==> src/rtl/jdp_pkg.sv <==
// Constants and types shared by the debug port and its word buffer
`default_nettype none
package jdp_pkg;
   localparam int unsigned IR_W           = 4;
   localparam int unsigned DR_W           = 16;
   localparam int unsigned CLK_PERIOD_NS  = 10;
   // Low time of the debug event strobe, in its own unit, then in cycles
   localparam int unsigned DE_PULSE_NS    = 100;
   localparam int unsigned DE_PULSE_CYC   = (DE_PULSE_NS + CLK_PERIOD_NS - 1) / CLK_PERIOD_NS;
   localparam int unsigned DE_CNT_W       = 8;
   localparam logic [IR_W-1:0] IR_RESET   = 4'hf;
   localparam logic [IR_W-1:0] IR_CAPTURE = 4'h1;
   localparam logic [IR_W-1:0] OP_DATA    = 4'h2;
   localparam logic [IR_W-1:0] OP_EVENT   = 4'h3;
   localparam logic [IR_W-1:0] OP_STATUS  = 4'h4;
   localparam logic [IR_W-1:0] OP_BYPASS  = 4'hf;
   localparam int unsigned ST_OVF_BIT     = 0;
   localparam int unsigned ST_FULL_BIT    = 1;

   typedef enum logic [3:0] {
      TAP_RESET   = 4'b1111, TAP_IDLE    = 4'b1100,
      TAP_SEL_DR  = 4'b0111, TAP_CAP_DR  = 4'b0110,
      TAP_SH_DR   = 4'b0010, TAP_EX1_DR  = 4'b0001,
      TAP_PAU_DR  = 4'b0011, TAP_EX2_DR  = 4'b0000,
      TAP_UPD_DR  = 4'b0101, TAP_SEL_IR  = 4'b0100,
      TAP_CAP_IR  = 4'b1110, TAP_SH_IR   = 4'b1010,
      TAP_EX1_IR  = 4'b1001, TAP_PAU_IR  = 4'b1011,
      TAP_EX2_IR  = 4'b1000, TAP_UPD_IR  = 4'b1101
   } jdp_tap_t;
endpackage
`default_nettype wire

==> src/rtl/jdp_buf_if.sv <==
// Word path between the debug port and its two-entry buffer
`default_nettype none
interface jdp_buf_if;
   import jdp_pkg::*;
   logic            in_valid;
   logic            in_ready;
   logic [DR_W-1:0] in_data;
   logic            out_valid;
   logic            out_ready;
   logic [DR_W-1:0] out_data;
   logic            full;
   modport src (output in_valid, output in_data, input in_ready, input full,
                input out_valid, input out_data, output out_ready);
   modport buf_side (input in_valid, input in_data, output in_ready, output full,
                     output out_valid, output out_data, input out_ready);
endinterface
`default_nettype wire

==> src/rtl/jdp_debug_port.sv <==
// Test access port with serial shift paths, debug event strobe and word buffer
// Functional notes
// - TAP state follows mode select on clock rise
// - Data input bits captured on clock rise
// - Data output driven only in shift states
// - Data output changes only on clock fall
// - Test reset low resets controller asynchronously
// - System reset leaves port state alone
// - Debug event gives low pulse, then high
// - All test logic moves only on test clock, except the event strobe countdown and the word buffer with its output stage
`default_nettype none
module jdp_debug_port (
   input  wire logic                  core_clk_i,
   input  wire logic                  rst_i,
   input  wire logic                  tck_i,
   input  wire logic                  tms_i,
   input  wire logic                  tdi_i,
   input  wire logic                  trst_n_i,
   output logic                       tdo_o,
   output logic                       tdo_oe_o,
   output logic                       debug_event_out_n,
   input  wire logic [jdp_pkg::DR_W-1:0] capture_word_i,
   output logic [jdp_pkg::DR_W-1:0]   word_data_o,
   output logic                       word_valid_o,
   input  wire logic                  word_ready_i
);
   import jdp_pkg::*;

   ////////////////////////////////////////////////////////////////////////////
   // Pin synchronisers: clock, mode and data pins pass two flops first; test reset does not
   logic [3:0] sync1_reg;
   logic [3:0] sync2_reg;
   logic       tck_last_reg;
   logic       tck_rise;
   logic       tck_fall;
   logic       tms_s;
   logic       tdi_s;

   always_ff @(posedge core_clk_i or negedge trst_n_i) begin
      if (!trst_n_i) begin
         sync1_reg <= 4'h0;
         sync2_reg <= 4'h0;
      end else begin
         sync1_reg <= {1'b1, tdi_i, tms_i, tck_i};
         sync2_reg <= sync1_reg;
      end
   end

   always_ff @(posedge core_clk_i or negedge trst_n_i) begin
      if (!trst_n_i) begin
         tck_last_reg <= 1'b0;
      end else begin
         tck_last_reg <= sync2_reg[0];
      end
   end

   // A stopped test clock yields no edges, so the controller and shift paths below hold
   assign tck_rise = sync2_reg[0] && !tck_last_reg;
   assign tck_fall = !sync2_reg[0] && tck_last_reg;
   assign tms_s    = sync2_reg[1];
   assign tdi_s    = sync2_reg[2];

   ////////////////////////////////////////////////////////////////////////////
   // Controller
   function automatic jdp_tap_t tap_next(input jdp_tap_t s, input logic m);
      case (s)
         TAP_RESET:  tap_next = m ? TAP_RESET  : TAP_IDLE;
         TAP_IDLE:   tap_next = m ? TAP_SEL_DR : TAP_IDLE;
         TAP_SEL_DR: tap_next = m ? TAP_SEL_IR : TAP_CAP_DR;
         TAP_CAP_DR: tap_next = m ? TAP_EX1_DR : TAP_SH_DR;
         TAP_SH_DR:  tap_next = m ? TAP_EX1_DR : TAP_SH_DR;
         TAP_EX1_DR: tap_next = m ? TAP_UPD_DR : TAP_PAU_DR;
         TAP_PAU_DR: tap_next = m ? TAP_EX2_DR : TAP_PAU_DR;
         TAP_EX2_DR: tap_next = m ? TAP_UPD_DR : TAP_SH_DR;
         TAP_UPD_DR: tap_next = m ? TAP_SEL_DR : TAP_IDLE;
         TAP_SEL_IR: tap_next = m ? TAP_RESET  : TAP_CAP_IR;
         TAP_CAP_IR: tap_next = m ? TAP_EX1_IR : TAP_SH_IR;
         TAP_SH_IR:  tap_next = m ? TAP_EX1_IR : TAP_SH_IR;
         TAP_EX1_IR: tap_next = m ? TAP_UPD_IR : TAP_PAU_IR;
         TAP_PAU_IR: tap_next = m ? TAP_EX2_IR : TAP_PAU_IR;
         TAP_EX2_IR: tap_next = m ? TAP_UPD_IR : TAP_SH_IR;
         TAP_UPD_IR: tap_next = m ? TAP_SEL_DR : TAP_IDLE;
         default:    tap_next = TAP_RESET;
      endcase
   endfunction

   jdp_tap_t tap_reg;

   // System reset is deliberately not a term here, so a session survives it
   always_ff @(posedge core_clk_i or negedge trst_n_i) begin
      if (!trst_n_i) begin
         tap_reg <= TAP_RESET;
      end else if (tck_rise) begin
         tap_reg <= tap_next(tap_reg, tms_s);
      end
   end

   ////////////////////////////////////////////////////////////////////////////
   // Instruction and data paths
   logic [IR_W-1:0] ir_sr_reg;
   logic [IR_W-1:0] ir_reg;
   logic [DR_W-1:0] dr_sr_reg;
   logic            byp_reg;
   logic            ovf_reg;
   logic            use_byp;
   logic            shift_out;
   jdp_buf_if       wbuf ();

   assign use_byp = (ir_reg != OP_DATA) && (ir_reg != OP_STATUS);

   always_ff @(posedge core_clk_i or negedge trst_n_i) begin
      if (!trst_n_i) begin
         ir_sr_reg <= IR_CAPTURE;
         ir_reg    <= IR_RESET;
      end else if (tck_rise) begin
         case (tap_reg)
            TAP_RESET:  ir_reg    <= IR_RESET;
            TAP_CAP_IR: ir_sr_reg <= IR_CAPTURE;
            TAP_SH_IR:  ir_sr_reg <= {tdi_s, ir_sr_reg[IR_W-1:1]};
            TAP_UPD_IR: ir_reg    <= ir_sr_reg;
            default:    ir_sr_reg <= ir_sr_reg;
         endcase
      end
   end

   always_ff @(posedge core_clk_i or negedge trst_n_i) begin
      if (!trst_n_i) begin
         dr_sr_reg <= 16'h0000;
         byp_reg   <= 1'b0;
      end else if (tck_rise) begin
         case (tap_reg)
            TAP_CAP_DR: begin
               byp_reg <= 1'b0;
               if (ir_reg == OP_STATUS) begin
                  dr_sr_reg              <= 16'h0000;
                  dr_sr_reg[ST_OVF_BIT]  <= ovf_reg;
                  dr_sr_reg[ST_FULL_BIT] <= wbuf.full;
               end else begin
                  dr_sr_reg <= capture_word_i;
               end
            end
            TAP_SH_DR: begin
               byp_reg   <= tdi_s;
               dr_sr_reg <= {tdi_s, dr_sr_reg[DR_W-1:1]};
            end
            default: byp_reg <= byp_reg;
         endcase
      end
   end

   ////////////////////////////////////////////////////////////////////////////
   // Delivered words; the host polls the full bit since it cannot be stalled
   logic push_req;

   assign push_req       = tck_rise && (tap_reg == TAP_UPD_DR) && (ir_reg == OP_DATA);
   assign wbuf.in_valid  = push_req;
   assign wbuf.in_data   = dr_sr_reg;
   // Pop whenever the output stage loads, so a head word is never offered twice
   assign wbuf.out_ready = !word_valid_o || word_ready_i;

   jdp_word_buf u_buf (
      .core_clk_i (core_clk_i),
      .rst_i      (rst_i),
      .bus        (wbuf.buf_side)
   );

   // Overflow flag: a refused word is counted lost; reading status clears it
   always_ff @(posedge core_clk_i or negedge trst_n_i) begin
      if (!trst_n_i) begin
         ovf_reg <= 1'b0;
      end else if (push_req && !wbuf.in_ready) begin
         ovf_reg <= 1'b1;
      end else if (tck_rise && (tap_reg == TAP_CAP_DR) && (ir_reg == OP_STATUS)) begin
         ovf_reg <= 1'b0;
      end
   end

   // Registered user-side copy of the buffer head
   always_ff @(posedge core_clk_i) begin
      if (rst_i) begin
         word_valid_o <= 1'b0;
         word_data_o  <= 16'h0000;
      end else if (!word_valid_o || word_ready_i) begin
         word_valid_o <= wbuf.out_valid;
         word_data_o  <= wbuf.out_data;
      end
   end

   ////////////////////////////////////////////////////////////////////////////
   // Serial output, moved on the falling edge only
   assign shift_out = (tap_reg == TAP_SH_IR) ? ir_sr_reg[0] :
                      (use_byp ? byp_reg : dr_sr_reg[0]);

   always_ff @(posedge core_clk_i or negedge trst_n_i) begin
      if (!trst_n_i) begin
         tdo_o    <= 1'b0;
         tdo_oe_o <= 1'b0;
      end else if (tck_fall) begin
         tdo_oe_o <= (tap_reg == TAP_SH_IR) || (tap_reg == TAP_SH_DR);
         tdo_o    <= shift_out;
      end
   end

   ////////////////////////////////////////////////////////////////////////////
   // Debug event strobe
   logic [DE_CNT_W-1:0] de_cnt_reg;

   always_ff @(posedge core_clk_i or negedge trst_n_i) begin
      if (!trst_n_i) begin
         de_cnt_reg <= 8'h00;
      end else if (tck_rise && (tap_reg == TAP_UPD_DR) && (ir_reg == OP_EVENT)) begin
         de_cnt_reg <= DE_CNT_W'(DE_PULSE_CYC);
      end else if (de_cnt_reg != 8'h00) begin
         de_cnt_reg <= de_cnt_reg - 8'h01;
      end
   end

   always_ff @(posedge core_clk_i or negedge trst_n_i) begin
      if (!trst_n_i) begin
         debug_event_out_n <= 1'b1;
      end else begin
         debug_event_out_n <= (de_cnt_reg == 8'h00);
      end
   end
endmodule
`default_nettype wire

==> src/rtl/jdp_word_buf.sv <==
// Two-entry buffer for words delivered by the debug port
`default_nettype none
module jdp_word_buf (
   input  wire logic    core_clk_i,
   input  wire logic    rst_i,
   jdp_buf_if.buf_side  bus
);
   import jdp_pkg::*;

   logic [DR_W-1:0] mem_reg [2];
   logic            wr_ptr_reg;
   logic            rd_ptr_reg;
   logic [1:0]      cnt_reg;
   logic            push;
   logic            pop;

   assign bus.in_ready  = (cnt_reg != 2'h2);
   assign bus.full      = (cnt_reg == 2'h2);
   assign bus.out_valid = (cnt_reg != 2'h0);
   assign bus.out_data  = mem_reg[rd_ptr_reg];
   assign push = bus.in_valid && bus.in_ready;
   assign pop  = bus.out_valid && bus.out_ready;

   always_ff @(posedge core_clk_i) begin
      if (push) begin
         mem_reg[wr_ptr_reg] <= bus.in_data;
      end
   end

   always_ff @(posedge core_clk_i) begin
      if (rst_i) begin
         wr_ptr_reg <= 1'b0;
         rd_ptr_reg <= 1'b0;
         cnt_reg    <= 2'h0;
      end else begin
         if (push) begin
            wr_ptr_reg <= ~wr_ptr_reg;
         end
         if (pop) begin
            rd_ptr_reg <= ~rd_ptr_reg;
         end
         case ({push, pop})
            2'b10:   cnt_reg <= cnt_reg + 2'h1;
            2'b01:   cnt_reg <= cnt_reg - 2'h1;
            default: cnt_reg <= cnt_reg;
         endcase
      end
   end
endmodule
`default_nettype wire

==> config.mk <==
export PLATFORM = sky130hd
export DESIGN_NAME = jdp_debug_port
export DESIGN_NICKNAME = d
export VERILOG_FILES = /design/src/rtl/jdp_pkg.sv /design/src/rtl/jdp_buf_if.sv /design/src/rtl/jdp_debug_port.sv /design/src/rtl/jdp_word_buf.sv
export SDC_FILE = /design/constraint.sdc
export NUM_CORES = 1
export LEC_CHECK = 0
export BUFFER_PORTS_ARGS = -buffer_cell sky130_fd_sc_hd__buf_2
export CAP_MARGIN = 0
export CELL_PAD_IN_SITES_DETAIL_PLACEMENT = 0
export CELL_PAD_IN_SITES_GLOBAL_PLACEMENT = 2
export CORE_MARGIN = 2
export CORE_UTILIZATION = 39
export DETAILED_ROUTE_END_ITERATION = 12
export GPL_ROUTABILITY_DRIVEN = 0
export HOLD_SLACK_MARGIN = 0.03
export PLACE_DENSITY_LB_ADDON = 0.1
export SYNTH_ARGS = -nofsm -noshare
export SYNTH_HDL_FRONTEND = slang
export SYNTH_SLANG_ARGS = --single-unit
==> constraint.sdc <==
create_clock -name core_clk_i -period 2.8 [get_ports core_clk_i]
set_input_delay 0.28 -clock core_clk_i [delete_from_list [all_inputs] [get_ports core_clk_i]]
set_output_delay 0.28 -clock core_clk_i [all_outputs]
set_load 0.02 [all_outputs]
==> impl_metrics.tcl <==
set metrics [dict create \
    cts.repair.resized 0 \
    required_ns 3.11 \
    ctsHoldBuffers 3 \
    yosysSeqAreaShare 0.607 \
    numClockSinks 101 \
    cts_max_path_buffers 2 \
    syn_nets 401 \
    io-pin-count 43 \
    detail_route.vias_per_cell 5.20 \
    largest_reg_flops 32 \
    ys.flop_type "dfrtp_1" \
    yosysWarnings 0 \
    layout_commonest_cell "nor2_1" \
    path_cells "and4bb_2 > nand4_1 > ha_1 > or3_1 > a21oi_1" \
    synth_edf_count 32 \
    die_h_um 109 \
    start_util 0.396 \
    drive_gt1_frac 0.204 \
    clk_latency_ns 0.37 \
    most-common-layout-cells "nor2_1, buf_2, dfrtp_1" \
    cp_num_buf_inv 0 \
    startpoint "tap_reg[3]" \
    ys_async_sr_fraction 0.475 \
    dp_hpwl_um 5850 \
    htreeDepth 3 \
    synth_seq_cells 101 \
    slew-limit-headroom 0.179 \
    max-cap-violations 0 \
    final_net_count 437 \
    rsz0062_at_grt "false" \
    hp-class "in -> async" \
    slowest_delay_ns 0.90 \
    design.core.area_um2 10800 \
    firstDrtPassIters 4 \
    dieWidth_um 109 \
    grt_pass1_vias 2782 \
    critPathArrivalTime_ns 2.55 \
    crit_fanout 30 \
    hold_viol_final 0 \
    syn_to_final_growth_pct 12.1 \
    ant_nets 0 \
    drt_iter0_markers 101 \
    antenna_cells 0 \
    setup_viol 0 \
    r2r-start "tap_reg[3]" \
    grt_use_total 0.159 \
    highest_layer "met4" \
    final_util 0.444 \
    power_density_nw_per_um2 886 \
    ir_worst_vdd_v 0.000539 \
    wire_per_inst_um 15.5 \
    grt_overflow_total 0 \
    min_period_ns 2.24 \
    fin_crit_sh 0.800 \
    start_kind "flop" \
    critPathSlowestCell "dfstp_2" \
    drcViolationCount 0 \
    worstSetupEndpointType "flop" \
    tritoncts.num_buffers 9 \
    synth.cell_area_um2 4280 \
    cellLeakagePower_nw 1.88 \
    grt_max_degree 46 \
    slew_viol_final 0 \
    rows 38 \
    total_power_mw 4.25 \
    syn-instance-count 375 \
    ys_types 52 \
    port_buffers 42 \
    worstMarginPinSlew_ns 1.23 \
    cts_tree "yes" \
    vias 2893 \
    die-area_um2 11800 \
    grt_pass1_wl_um 14400 \
    cp_top_family "flip-flops" \
    worst_clock_skew_ns 0.0104 \
    outcome "completed" \
    met2_length_um 4180 \
    cts_setup_buffers 0 \
    crit_type "reg -> reg" \
    avgSynthCellArea_um2 11.4 \
    clk_pin_slew_worst_paths_ns 0.10 \
    finalSetupTns_ns 0 \
    routed_wl_um 8630 \
    timing.fmax_ghz 0.446 \
    cts_root_buf "clkbuf_8" \
    wl_met3_um 271 \
    routedLengthMet1_um 3940 \
    antenna_found_initial 0 \
]
-- through the flow --
stage / hold WS (ns) / cell area [µm²] / setup WS [ns] / std cells
floorplan: -0.0156 / 4280 / 0.748 / 375
global placement: 0.332 / 4580 / 0.618 / 537
detailed placement: 0.335 / 4580 / 0.593 / 537
CTS: 0.117 / 4800 / 0.573 / 556
global route: 0.147 / 4800 / 0.351 / 556
finish: 0.0785 / 4800 / 0.559 / 556
-- path summary, 6_finish.rpt --
| check | endpoint | slack [ns] | cells after the start |
|---|---|---|---|
| max in group asynchronous | ir_reg[2] | 1.99 | 2 |
| min in group core_clk_i | dr_sr_reg[15] | 0.22 | 3 |
| hold reg to reg | sync2_reg[2] | 0.36 | 0 |
| setup reg to reg | u_buf.cnt_reg[1] | 0.56 | 5 |
| hold / removal | sync2_reg[0] | 0.08 | 1 |
| setup / recovery | u_buf.cnt_reg[1] | 0.56 | 5 |
-- power by group --
| group | total (mW) | switching (mW) | internal, mW |
|---|---|---|---|
| sequential | 2.38 | 0.432 | 1.94 |
| combinational | 1.00 | 0.542 | 0.460 |
| clock | 0.870 | 0.533 | 0.337 |
-- synth_stat cells (all sizes together) (2+ instances only) --
library cell | number | area, µm²
inv | 10 | 37.5
or4 | 2 | 15.0
nand4 | 3 | 18.8
o31a | 2 | 17.5
dfxtp | 21 | 420
dfstp | 10 | 263
o21ai | 37 | 185
nor3 | 3 | 15.0
nor2 | 45 | 169
or3b | 3 | 26.3
or4b | 2 | 20.0
and4bb | 3 | 37.5
nor2b | 4 | 25.0
nand2 | 10 | 37.5
dfrtp | 38 | 951
a211oi | 19 | 148
o31ai | 15 | 113
xnor2 | 2 | 17.5
buf | 10 | 58.8
nand3 | 2 | 10.0
mux2 | 2 | 26.3
nor3b | 3 | 22.5
edfxtp | 32 | 961
or3 | 5 | 31.3
clkbuf | 15 | 57.6
nand2b | 5 | 31.3
a21oi | 30 | 150
ha | 3 | 37.5
nor4 | 2 | 12.5
mux2i | 21 | 210
-- layer usage --
| layer | vias to the layer above | GRT usage |
|---|---|---|
| met3 | 18 | 0.0377 |
| met5 | - | 0 |
| li1 | 1448 | - |
| met4 | 0 | 0.0714 |
| met2 | 48 | 0.263 |
| met1 | 1379 | 0.198 |
-- final cells by class --
type	count	area [µm²]
sequential	101	2590
fill	982	6000
timing repair buffer	50	278
clock inverter	7	57.6
inverter	11	41.3
multi-input combinational	238	1530
tap	140	175
clock buffer	9	124
-- cell families after synthesis --
logic type | share of synthesized area
buffers and inverters | 0.0369
and+or+nand+nor | 0.120
AOI/OAI and AO/OA | 0.166
muxes | 0.0553
xor gates and xnor gates | 0.00614
DFF | 0.607
adders and majority gates | 0.00878
Note: power is estimated with default switching activity, not from simulation.
